==> src/rtl/adcc_pkg.sv <==
package adcc_pkg;

   // ------------------------------------------------------------
   // register offsets (byte addresses)
   // ------------------------------------------------------------
   localparam logic [7:0] OFS_CONV_CFG   = 8'h00;
   localparam logic [7:0] OFS_TRIG_CMP   = 8'h04;
   localparam logic [7:0] OFS_CHAN_MODE  = 8'h08;
   localparam logic [7:0] OFS_RES_HIGH   = 8'h0c;
   localparam logic [7:0] OFS_RES_LOW    = 8'h10;
   localparam logic [7:0] OFS_CMP_HIGH   = 8'h14;
   localparam logic [7:0] OFS_CMP_LOW    = 8'h18;
   localparam logic [7:0] OFS_PIN_FIRST  = 8'h1c;
   localparam logic [7:0] OFS_PIN_SECOND = 8'h20;

   // ------------------------------------------------------------
   // field codes and widths
   // ------------------------------------------------------------
   localparam logic [1:0] MODE_10BIT   = 2'h2;
   localparam logic [1:0] ICLK_BUS     = 2'h0;
   localparam logic [1:0] ICLK_BUS_DV2 = 2'h1;
   localparam logic [3:0] MSB_10BIT    = 4'h9;
   localparam logic [3:0] MSB_8BIT     = 4'h7;
   localparam logic [9:0] RESET_RES    = 10'h000;
   localparam logic [4:0] RESET_CHAN   = 5'h00;

   // ------------------------------------------------------------
   // timing: sample window in half conversion-clock cycles
   // ------------------------------------------------------------
   localparam int unsigned CLK_HZ         = 20_000_000;
   localparam int unsigned SMP_SHORT_HALF = 7;
   localparam int unsigned SMP_LONG_HALF  = 47;
   localparam logic [4:0]  SMP_SHORT_CYC  = 5'((SMP_SHORT_HALF + 1) / 2);
   localparam logic [4:0]  SMP_LONG_CYC   = 5'((SMP_LONG_HALF + 1) / 2);
   localparam logic [2:0]  SETTLE_CYC     = 3'h4;

   typedef struct packed {
      logic       low_power_select;
      logic [1:0] clock_divide_field;
      logic       long_sample_select;
      logic [1:0] mode;
      logic [1:0] input_clock_select;
   } adcc_cfg_t;

   typedef struct packed {
      logic       trigger_source_select;
      logic       compare_enable;
      logic       compare_direction;
      logic [1:0] test_bits;
   } adcc_trig_t;

   typedef enum logic [2:0] {
      ST_IDLE    = 3'b001,
      ST_SAMPLE  = 3'b010,
      ST_CONVERT = 3'b100
   } adcc_state_t;

endpackage

==> src/rtl/adcc_core.sv <==
`timescale 1ns/1ps
// Behaviour
// config: low power, divide, long sample, mode, source
// divide 00 passes input clock undivided
// mode 10 selects 10-bit, else 8-bit
// source 00 feeds bus clock to divider
// activity flag high while converting
// trigger select: 0 software, 1 hardware
// compare enable and compare direction bits
// reserved control bits read zero
// software writes zero to test bits
// complete flag set when conversion finishes
// interrupt raised when flag set and enabled
// mode bit: single or continuous conversions
// channel field selects input channel
// high read locks result until low read
// compare value registers hold threshold
// pin control bit disables digital pin
// conversion allowed regardless of pin control
// saturated codes full scale or zero
// sample window 3.5 or 23.5 clocks; code samples for 4 or 24 conversion clocks
// software writes config, trigger, channel order
// flag set only when compare condition true
// false compare leaves flag and result alone
// channel write aborts and restarts conversion
// low result read clears complete flag
module adcc_core
   import adcc_pkg::*;
(
   input  wire logic        clk_i,
   input  wire logic        reset_n_i,
   input  wire logic        ce_i,
   input  wire logic        psel_i,
   input  wire logic        penable_i,
   input  wire logic        pwrite_i,
   input  wire logic [7:0]  paddr_i,
   input  wire logic [31:0] pwdata_i,
   output logic      [31:0] prdata_o,
   output logic             pready_o,
   output logic             pslverr_o,
   input  wire logic        hw_trig_i,
   input  wire logic        alt_clk_i,
   input  wire logic        sar_cmp_i,
   output logic      [9:0]  sar_dac_o,
   output logic             sample_o,
   output logic      [4:0]  chan_o,
   output logic             low_power_o,
   output logic      [15:0] pin_disable_o,
   output logic             irq_o
);

   // ------------------------------------------------------------
   // state
   // ------------------------------------------------------------
   adcc_cfg_t   cfg_reg;
   adcc_trig_t  trig_reg;
   adcc_state_t state_reg;
   logic        done_reg;
   logic        ien_reg;
   logic        cont_reg;
   logic [4:0]  chan_reg;
   logic [9:0]  res_reg;
   logic [9:0]  cv_reg;
   logic [15:0] pc_reg;
   logic        lock_reg;
   logic [9:0]  sar_reg;
   logic [3:0]  bit_reg;
   logic [4:0]  smp_reg;
   logic [2:0]  step_reg;
   logic [2:0]  div_reg;
   logic        half_reg;
   logic        trg_s1, trg_s2, trg_s3;
   logic        alt_s1, alt_s2, alt_s3;
   logic        cmp_s1, cmp_s2;
   logic [31:0] rd_data;
   logic        addr_ok;
   logic        in_en;
   logic        cnv_tick;
   logic        hw_rise;
   logic        wr_done;
   logic        rd_done;
   logic        wr_sc1;
   logic        rd_lo;
   logic        rd_hi;
   logic        finish;
   logic        keep_bit;
   logic [9:0]  code;
   logic [9:0]  code_m;
   logic [9:0]  cv_m;
   logic [10:0] diff;
   logic        cond;
   logic        set_conversion_complete_flag;
   logic        store;
   logic [3:0]  msb;
   logic [4:0]  smp_len;

   // ------------------------------------------------------------
   // input synchronisers
   // ------------------------------------------------------------
   always_ff @(posedge clk_i) begin
      if (!reset_n_i) begin
         {trg_s1, trg_s2, trg_s3} <= 3'h0;
         {alt_s1, alt_s2, alt_s3} <= 3'h0;
         {cmp_s1, cmp_s2}         <= 2'h0;
      end else if (ce_i) begin
         trg_s1 <= hw_trig_i;
         trg_s2 <= trg_s1;
         trg_s3 <= trg_s2;
         alt_s1 <= alt_clk_i;
         alt_s2 <= alt_s1;
         alt_s3 <= alt_s2;
         cmp_s1 <= sar_cmp_i;
         cmp_s2 <= cmp_s1;
      end
   end

   assign hw_rise = trg_s2 & ~trg_s3;

   // ------------------------------------------------------------
   // conversion clock divider
   // ------------------------------------------------------------
   always_comb begin
      unique case (cfg_reg.input_clock_select)
         ICLK_BUS:     in_en = 1'b1;
         ICLK_BUS_DV2: in_en = half_reg;
         default:      in_en = alt_s2 & ~alt_s3;
      endcase
   end

   // divide 1,2,4,8; code 00 ticks on every input clock
   assign cnv_tick = in_en && (div_reg >= 3'((4'h1 << cfg_reg.clock_divide_field) - 4'h1));

   always_ff @(posedge clk_i) begin
      if (!reset_n_i) begin
         div_reg  <= 3'h0;
         half_reg <= 1'b0;
      end else if (ce_i) begin
         half_reg <= ~half_reg;
         if (cnv_tick)
            div_reg <= 3'h0;
         else if (in_en)
            div_reg <= div_reg + 3'h1;
      end
   end

   // ------------------------------------------------------------
   // apb slave
   // ------------------------------------------------------------
   assign wr_done = psel_i & penable_i & pready_o & pwrite_i;
   assign rd_done = psel_i & penable_i & pready_o & ~pwrite_i;
   assign wr_sc1  = wr_done && paddr_i == OFS_CHAN_MODE;
   assign rd_hi   = rd_done && paddr_i == OFS_RES_HIGH;
   assign rd_lo   = rd_done && paddr_i == OFS_RES_LOW;

   always_comb begin
      rd_data = 32'h0;
      addr_ok = 1'b1;
      unique case (paddr_i)
         OFS_CONV_CFG:   rd_data[7:0] = cfg_reg;
         // reserved bits 3:2 always read zero
         OFS_TRIG_CMP:   rd_data[7:0] = {state_reg != ST_IDLE, trig_reg.trigger_source_select,
                                         trig_reg.compare_enable, trig_reg.compare_direction,
                                         2'h0, trig_reg.test_bits};
         OFS_CHAN_MODE:  rd_data[7:0] = {done_reg, ien_reg, cont_reg, chan_reg};
         OFS_RES_HIGH:   rd_data[1:0] = res_reg[9:8];
         OFS_RES_LOW:    rd_data[7:0] = res_reg[7:0];
         OFS_CMP_HIGH:   rd_data[1:0] = cv_reg[9:8];
         OFS_CMP_LOW:    rd_data[7:0] = cv_reg[7:0];
         OFS_PIN_FIRST:  rd_data[7:0] = pc_reg[7:0];
         OFS_PIN_SECOND: rd_data[7:0] = pc_reg[15:8];
         default:        addr_ok      = 1'b0;
      endcase
   end

   always_ff @(posedge clk_i) begin
      if (!reset_n_i) begin
         pready_o  <= 1'b0;
         pslverr_o <= 1'b0;
         prdata_o  <= 32'h0;
      end else if (ce_i) begin
         pready_o  <= psel_i & ~penable_i;
         pslverr_o <= psel_i & ~penable_i & ~addr_ok;
         if (psel_i && !penable_i && !pwrite_i)
            prdata_o <= rd_data;
      end
   end

   // ------------------------------------------------------------
   // software registers
   // ------------------------------------------------------------
   always_ff @(posedge clk_i) begin
      if (!reset_n_i) begin
         cfg_reg  <= '0;
         trig_reg <= '0;
         ien_reg  <= 1'b0;
         cont_reg <= 1'b0;
         chan_reg <= RESET_CHAN;
         cv_reg   <= RESET_RES;
         pc_reg   <= 16'h0;
      end else if (ce_i && wr_done) begin
         unique case (paddr_i)
            OFS_CONV_CFG:   cfg_reg  <= pwdata_i[7:0];
            OFS_TRIG_CMP:   trig_reg <= {pwdata_i[6:4], pwdata_i[1:0]};
            OFS_CHAN_MODE: begin
               ien_reg  <= pwdata_i[6];
               cont_reg <= pwdata_i[5];
               chan_reg <= pwdata_i[4:0];
            end
            OFS_CMP_HIGH:   cv_reg[9:8]  <= pwdata_i[1:0];
            OFS_CMP_LOW:    cv_reg[7:0]  <= pwdata_i[7:0];
            OFS_PIN_FIRST:  pc_reg[7:0]  <= pwdata_i[7:0];
            OFS_PIN_SECOND: pc_reg[15:8] <= pwdata_i[7:0];
            default: begin
            end
         endcase
      end
   end

   // ------------------------------------------------------------
   // successive approximation sequencer
   // ------------------------------------------------------------
   assign msb      = (cfg_reg.mode == MODE_10BIT) ? MSB_10BIT : MSB_8BIT;
   assign smp_len  = cfg_reg.long_sample_select ? SMP_LONG_CYC : SMP_SHORT_CYC;
   assign keep_bit = cmp_s2;
   assign finish   = state_reg == ST_CONVERT && cnv_tick && step_reg >= SETTLE_CYC
                     && bit_reg == 4'h0 && !wr_sc1;

   always_ff @(posedge clk_i) begin
      if (!reset_n_i) begin
         state_reg <= ST_IDLE;
         sar_reg   <= RESET_RES;
         bit_reg   <= 4'h0;
         smp_reg   <= 5'h0;
         step_reg  <= 3'h0;
      end else if (ce_i) begin
         if (wr_sc1) begin
            // channel write aborts; sw trigger restarts at once
            state_reg <= !trig_reg.trigger_source_select ? ST_SAMPLE : ST_IDLE;
            smp_reg   <= 5'h0;
         end else begin
            unique case (state_reg)
               ST_IDLE: begin
                  if (trig_reg.trigger_source_select && hw_rise) begin
                     state_reg <= ST_SAMPLE;
                     smp_reg   <= 5'h0;
                  end
               end
               ST_SAMPLE: begin
                  if (cnv_tick) begin
                     smp_reg <= smp_reg + 5'h1;
                     if (smp_reg == smp_len - 5'h1) begin
                        state_reg <= ST_CONVERT;
                        bit_reg   <= msb;
                        sar_reg   <= RESET_RES;
                        step_reg  <= 3'h0;
                     end
                  end
               end
               ST_CONVERT: begin
                  if (step_reg < SETTLE_CYC)
                     step_reg <= step_reg + 3'h1;
                  else if (cnv_tick) begin
                     // comparator high keeps the trial bit, so overrange
                     // saturates at all ones and underrange at zero
                     sar_reg[bit_reg] <= keep_bit;
                     step_reg         <= 3'h0;
                     if (bit_reg == 4'h0) begin
                        state_reg <= cont_reg ? ST_SAMPLE : ST_IDLE;
                        smp_reg   <= 5'h0;
                     end else
                        bit_reg <= bit_reg - 4'h1;
                  end
               end
               default: state_reg <= ST_IDLE;
            endcase
         end
      end
   end

   // ------------------------------------------------------------
   // result, compare and completion
   // ------------------------------------------------------------
   always_comb begin
      code          = sar_reg;
      code[bit_reg] = keep_bit;
   end

   assign code_m   = (msb == MSB_10BIT) ? code : {2'h0, code[7:0]};
   assign cv_m     = (msb == MSB_10BIT) ? cv_reg : {2'h0, cv_reg[7:0]};
   assign diff     = {1'b0, code_m} - {1'b0, cv_m};
   assign cond     = trig_reg.compare_direction ? ~diff[10] : diff[10];
   assign set_conversion_complete_flag = finish && (!trig_reg.compare_enable || cond);
   assign store    = set_conversion_complete_flag && !lock_reg;

   always_ff @(posedge clk_i) begin
      if (!reset_n_i)
         res_reg <= RESET_RES;
      else if (ce_i && store) begin
         if (trig_reg.compare_enable)
            res_reg <= diff[9:0] & ((msb == MSB_10BIT) ? 10'h3ff : 10'h0ff);
         else
            res_reg <= code_m;
      end
   end

   // set wins over a clearing read in the same cycle
   always_ff @(posedge clk_i) begin
      if (!reset_n_i)
         done_reg <= 1'b0;
      else if (ce_i) begin
         if (set_conversion_complete_flag)
            done_reg <= 1'b1;
         else if (wr_sc1 || rd_lo)
            done_reg <= 1'b0;
      end
   end

   always_ff @(posedge clk_i) begin
      if (!reset_n_i)
         lock_reg <= 1'b0;
      else if (ce_i) begin
         if (rd_hi)
            lock_reg <= 1'b1;
         else if (rd_lo)
            lock_reg <= 1'b0;
      end
   end

   // ------------------------------------------------------------
   // outputs
   // ------------------------------------------------------------
   always_ff @(posedge clk_i) begin
      if (!reset_n_i) begin
         sar_dac_o     <= RESET_RES;
         sample_o      <= 1'b0;
         chan_o        <= RESET_CHAN;
         low_power_o   <= 1'b0;
         pin_disable_o <= 16'h0;
         irq_o         <= 1'b0;
      end else if (ce_i) begin
         sar_dac_o     <= sar_reg | (state_reg == ST_CONVERT ? 10'(11'h1 << bit_reg) : 10'h0);
         sample_o      <= state_reg == ST_SAMPLE;
         chan_o        <= chan_reg;
         low_power_o   <= cfg_reg.low_power_select;
         pin_disable_o <= pc_reg;
         irq_o         <= done_reg & ien_reg;
      end
   end
endmodule

==> config.mk <==
export PLATFORM = sky130hd
export DESIGN_NAME = adcc_core
export DESIGN_NICKNAME = d
export VERILOG_FILES = /design/src/rtl/adcc_pkg.sv /design/src/rtl/adcc_core.sv
export SDC_FILE = /design/constraint.sdc
export NUM_CORES = 1
export LEC_CHECK = 0
export BUFFER_PORTS_ARGS = -buffer_cell sky130_fd_sc_hd__clkbuf_2
export CORE_UTILIZATION = 30
export DETAILED_ROUTE_END_ITERATION = 8
export MAX_ROUTING_LAYER = met4
export PLACE_DENSITY = 0.45
export SYNTH_ARGS = -nofsm -noshare
export SYNTH_HDL_FRONTEND = slang
export SYNTH_SLANG_ARGS = --single-unit
export TNS_END_PERCENT = 5
==> constraint.sdc <==
create_clock -name clk_i -period 5.05 [get_ports clk_i]
set_input_delay 0.2525 -clock clk_i [delete_from_list [all_inputs] [get_ports clk_i]]
set_output_delay 0.2525 -clock clk_i [all_outputs]
set_load 0.01 [all_outputs]
Word level (Yosys, flattened, before mapping)
Index checks and enable logic that the tools add are counted.
W data, S select, Z words.

cells by class
  equal/unequal tests = 28
  multiplexer cells = 54
  reduce and logical (&&, ||, !) cells = 48
  add/subtract/negate cells = 7
  bitwise logic cells = 19
  shift-type cells = 2
  order comparisons = 5

operators by type and width
  cell                    count
  $mux W10                9
  $pmux W6 S7             1
  $mux W3                 13
  $mux W5                 7
  $eq A8 B5 Y1 const B    4
  $mux W4                 6
  $reduce_and A2 Y1       11
  $reduce_and A7 Y1       3
  $pmux W10 S2            1
  $pmux W2 S9             1
  $eq A8 B4 Y1 const B    2
  $logic_and A1 B1 Y1     16
  $ne A3 B3 Y1 const B    5
  $pmux W5 S3             1
  $sub A10 B10 Y11        1
  $and A10 B10 Y10        1
  $bwmux W10              1
  $ne A2 B2 Y1 const B    5
  $or A10 B10 Y10         1
  $shl A1 B4 Y10 const A  1
  $and A1 B1 Y1           9
  $pmux W3 S3             1
  $reduce_or A9 Y1        1
  $eq A8 B3 Y1 const B    1
  37 further kinds        61

storage, ports and cells
  bits of input ports = 49
  register bits = 139

Longest topological paths before layout
  word-level depth = 13
  mapped depth = 14
  depth with buffers taken out = 13

Worst setup path before layout
Ideal clock, no wire load.

  path type = reg2reg
  from = register bit_reg[0]
  to = register res_reg[3]
  cell stages (with the launch flop) = 15
  setup slack = 1.549 ns
  arrival time = 3.427 ns
  period minus slack after synthesis = 3.501 ns
  setup time = 0.074 ns
  cells stage by stage = dfxtp_1 -> inv_1 -> ha_1 -> nor3b_2 -> mux2i_1 -> ha_1 -> inv_1 -> fa_1 -> a211o_1 -> a211o_1 -> a21o_1 -> a2111oi_4 -> buf_2 -> nand3_1 -> o21ai_0

between the ends
  cells in the longest elaborated chain, start to end = 13
  elaborated cells between the ends (all ways) = 19
  classes of those cells = add/sub (1); order compare (2); mux (6); bitwise (2); reduce/logical (8)

ends and longest elaborated chain
  item                                                                line              source
  start, declared                                                     adcc_core.sv:67   logic [3:0] bit_reg;
  start signal, assigned                                              adcc_core.sv:253  bit_reg <= msb;
  start signal, assigned                                              adcc_core.sv:271  bit_reg <= bit_reg - 4'h1;
  $lt A4 B5 Y1 (not written as such) or $ge A4 B1 Y1 (tied branches)  adcc_core.sv:285  code[bit_reg] = keep_bit;
  $logic_and A1 B1 Y1 (not written as such)                           adcc_core.sv:285
  $mux W1 (not written as such)                                       adcc_core.sv:285
  $demux W1 S4                                                        adcc_core.sv:285
  $bwmux W10                                                          adcc_core.sv:285
  $mux W10                                                            adcc_core.sv:288  assign code_m = (msb == MSB_10BIT) ? code : {2'h0, code[7:0]};
  $sub A10 B10 Y11                                                    adcc_core.sv:290  assign diff = {1'b0, code_m} - {1'b0, cv_m};
  $not A1 Y1                                                          adcc_core.sv:291  assign cond = trig_reg.compare_direction ? ~diff[10] : diff[10];
  $mux W1                                                             adcc_core.sv:291
  $logic_or A1 B1 Y1                                                  adcc_core.sv:292  assign set_conversion_complete_flag = finish && (!trig_reg.compare_enable || cond);
  $logic_and A1 B1 Y1                                                 adcc_core.sv:292
  $logic_and A1 B1 Y1                                                 adcc_core.sv:293  assign store = set_conversion_complete_flag && !lock_reg;
  $logic_and A1 B1 Y1                                                 adcc_core.sv:298  else if (ce_i && store) begin
  end signal, assigned                                                adcc_core.sv:300  res_reg <= diff[9:0] & ((msb == MSB_10BIT) ? 10'h3ff : 10'h0ff);
  end signal, assigned                                                adcc_core.sv:302  res_reg <= code_m;
  end, declared                                                       adcc_core.sv:62   logic [9:0] res_reg;

Parallel ways exist; a longest one is shown, timed or not.
A chain may end at the register's enable or synchronous reset.

Final worst setup path
  from = register bit_reg[0]
  to = register res_reg[2]

Same word-level chain as after synthesis.

==> reports/qor.csv <==
metric,value,unit
p_switching,0.6717,mW
drive_gt1_frac,0.1427,
syn_area_per_cell,8.870,sq um
grt_pass1_wl,33.62,mm
synth-seq-cells,139,
yosys.area.top_type,dfxtp_1,
synth-edff-count,0,
num_io_pins,117,
nFillCells,2559,
die_h,159.7,um
cts-resized-gates,0,
die_area,25500,sq um
ir_drop,178.8,uV
power_density,294.6,nW/um^2
cap_viol_max_count,0,
seq_power_share,0.443,
fin_crit,3.995,ns
portBuffers,68,
finClkSkew,0.01384,ns
path_class,flop to flop,
period_share,0.7910,
p_int,1.856,mW
drt_pass1_iterations,5,
whs,0.07743,ns
power_frac_clock,0.499,
arrival,4.35,ns
drc,0,
area_growth,15.05,%
p_comb_frac,0.058,
die_w,159.7,um
placeableCoreArea,24320,sq um
place_congestion,0.7910,
drt-vias-per-instance,4.972,
synth_seq_area_share,0.3730,
worst_pin_slew,0.9245,ns
grt_pass1_vias,5777,
hold_viol,0,
ys_top_cells_by_area,"dfxtp_1, mux2i_1, nor2b_1",
grt_max_degree,77,
final_area,8582,sq um
rows,57,
cts-root-buf,clkbuf_16,
maxSlewViolCount,0,
async_flop_share,0,
cts_setup_buffers,0,
yosysTopAreaCellShare,0.3730,
hold_buffers,0,
drt_iter0_markers,421,
tritoncts,done,
critPathCaptureType,flop,
hp-class,input port to flop,
fmax,250.3,MHz
num_vias,6106,
yosysWarnings,0,
cp_max_fo,12,
num-nets-final,962,
antenna_found_initial,0,
track_usage,0.1742,
synth_area,7460,sq um
place_inst,1196,
p_sw_frac,0.2657,
h-tree-depth,4,
numClockSinks,139,
cts_buffer_depth,2,
setup_violations,0,
layout.cells.non_filler,1228,
critPathLaunchType,flop,
outcome,"complete, no violations",
syn_inst,841,
rsz0062_at_grt,false,
cts_made_buffers,17,
slew_headroom,0.3836,
wirelength,21.16,mm
grt_overflow_total,0,
synth-main-ff-cell,dfxtp_1,
antenna_cells,0,
ant_nets,0,
ys_types,70,
setup_tns,0,ns
p_leak,3.444,nW
place_area,8001,sq um
drt-wirelength-per-cell,17.23,um
dpl.hpwl,14.86,mm
clk_pin_slew,0.06,ns
initial_utilization,0.3067,
worst_ep_required_time,5.41,ns
clkLatencyLatePin,0.44,ns
==> path summary, 6_finish.rpt <==
path	from	end	slack (ns)	depth (start not counted)
setup / recovery	bit_reg[0]	res_reg[2]	1.06	15
hold / removal	alt_clk_i	alt_s1	0.08	3
setup reg to reg	bit_reg[0]	res_reg[2]	1.06	15
hold reg to reg	res_reg[5]	res_reg[5]	0.46	2
==> cells in the mapped netlist (all sizes together), types with 14 or more instances <==
cell    number
nor2        28
inv         23
ha          21
nand2       76
clkbuf      33
nor2b       83
mux2i       89
o21ai       50
a21oi       38
dfxtp      139
a21boi      14
nor3        16
nand3       46
buf         34
==> through the flow <==
| stage | setup slack [ns] | total power, mW | util |
|---|---|---|---|
| after global routing | 0.7490 | 2.624 | 0.3529 |
| after floorplan | 1.549 | 1.252 | - |
| after detailed placement | 1.070 | 1.293 | 0.3290 |
| final | 1.055 | 2.528 | 0.3529 |
| after CTS | 1.041 | 2.558 | 0.3529 |
| after global placement | 1.141 | 1.293 | 0.3290 |
==> power by group through the flow <==
stage / Clock [mW] / Sequential [mW] / Combinational, mW
floorplan: 0 / 1.14 / 0.108
global placement: 0 / 1.14 / 0.148
detailed placement: 0 / 1.14 / 0.149
CTS: 1.29 / 1.12 / 0.149
global route: 1.34 / 1.12 / 0.162
finish: 1.26 / 1.12 / 0.147
==> cell usage in the layout (no fill, tap or decap), types with 11 or more instances in the layout <==
master,count
nand2_1,75
mux2i_1,89
dfxtp_1,139
clkbuf_2,66
a21oi_1,38
nor3_1,16
conb_1,24
nor2b_1,83
a21boi_0,11
nor2_1,28
o21ai_0,49
nand3_1,45
clkbuf_16,17
inv_1,23
nand2b_1,12
ha_1,21
==> cells by family after synthesis <==
logic type / share of synthesized area
DFF: 0.3730
muxes: 0.1390
xor gates and xnor gates: 0.008219
other: 0.0005027
AOI/OAI and AO/OA: 0.1622
adders and majority gates: 0.03791
and+or+nand+nor: 0.2209
buffers and inverters: 0.05820
==> worst max-delay path: stages (launching register included) <==
cell       delay (ns)
dfxtp_1          0.36
inv_1            0.14
ha_1             0.32
nor3b_2          0.34
mux2i_1          0.24
buf_4            0.15
ha_1             0.16
inv_1            0.05
fa_1             0.41
a211o_1          0.30
a211o_1          0.32
a21o_1           0.24
a2111oi_4        0.39
buf_4            0.25
o2111ai_1        0.12
o21ai_0          0.12
==> metal layers <==
| metal | up-vias | global-route usage | wire [um] |
|---|---|---|---|
| met5 | - | - | 0 |
| li1 | 3045 | - | - |
| met2 | 127 | 0.2674 | 9677 |
| met3 | 21 | 0.02753 | 768 |
| met1 | 2913 | 0.2343 | 10420 |
| met4 | 0 | 0.05288 | 292 |
==> cell type report <==
class                      instances  area, sq um  area share
clock buffer                      17        425.4     0.04957
clock inverter                    15        155.1     0.01808
inverter                          23        86.33     0.01006
multi-input combinational        635         4329      0.5044
sequential                       139         2783      0.3242
tap                              324        405.4     0.04724
timing repair buffer              75        397.9     0.04636
Power figures use the tool's default switching activity.
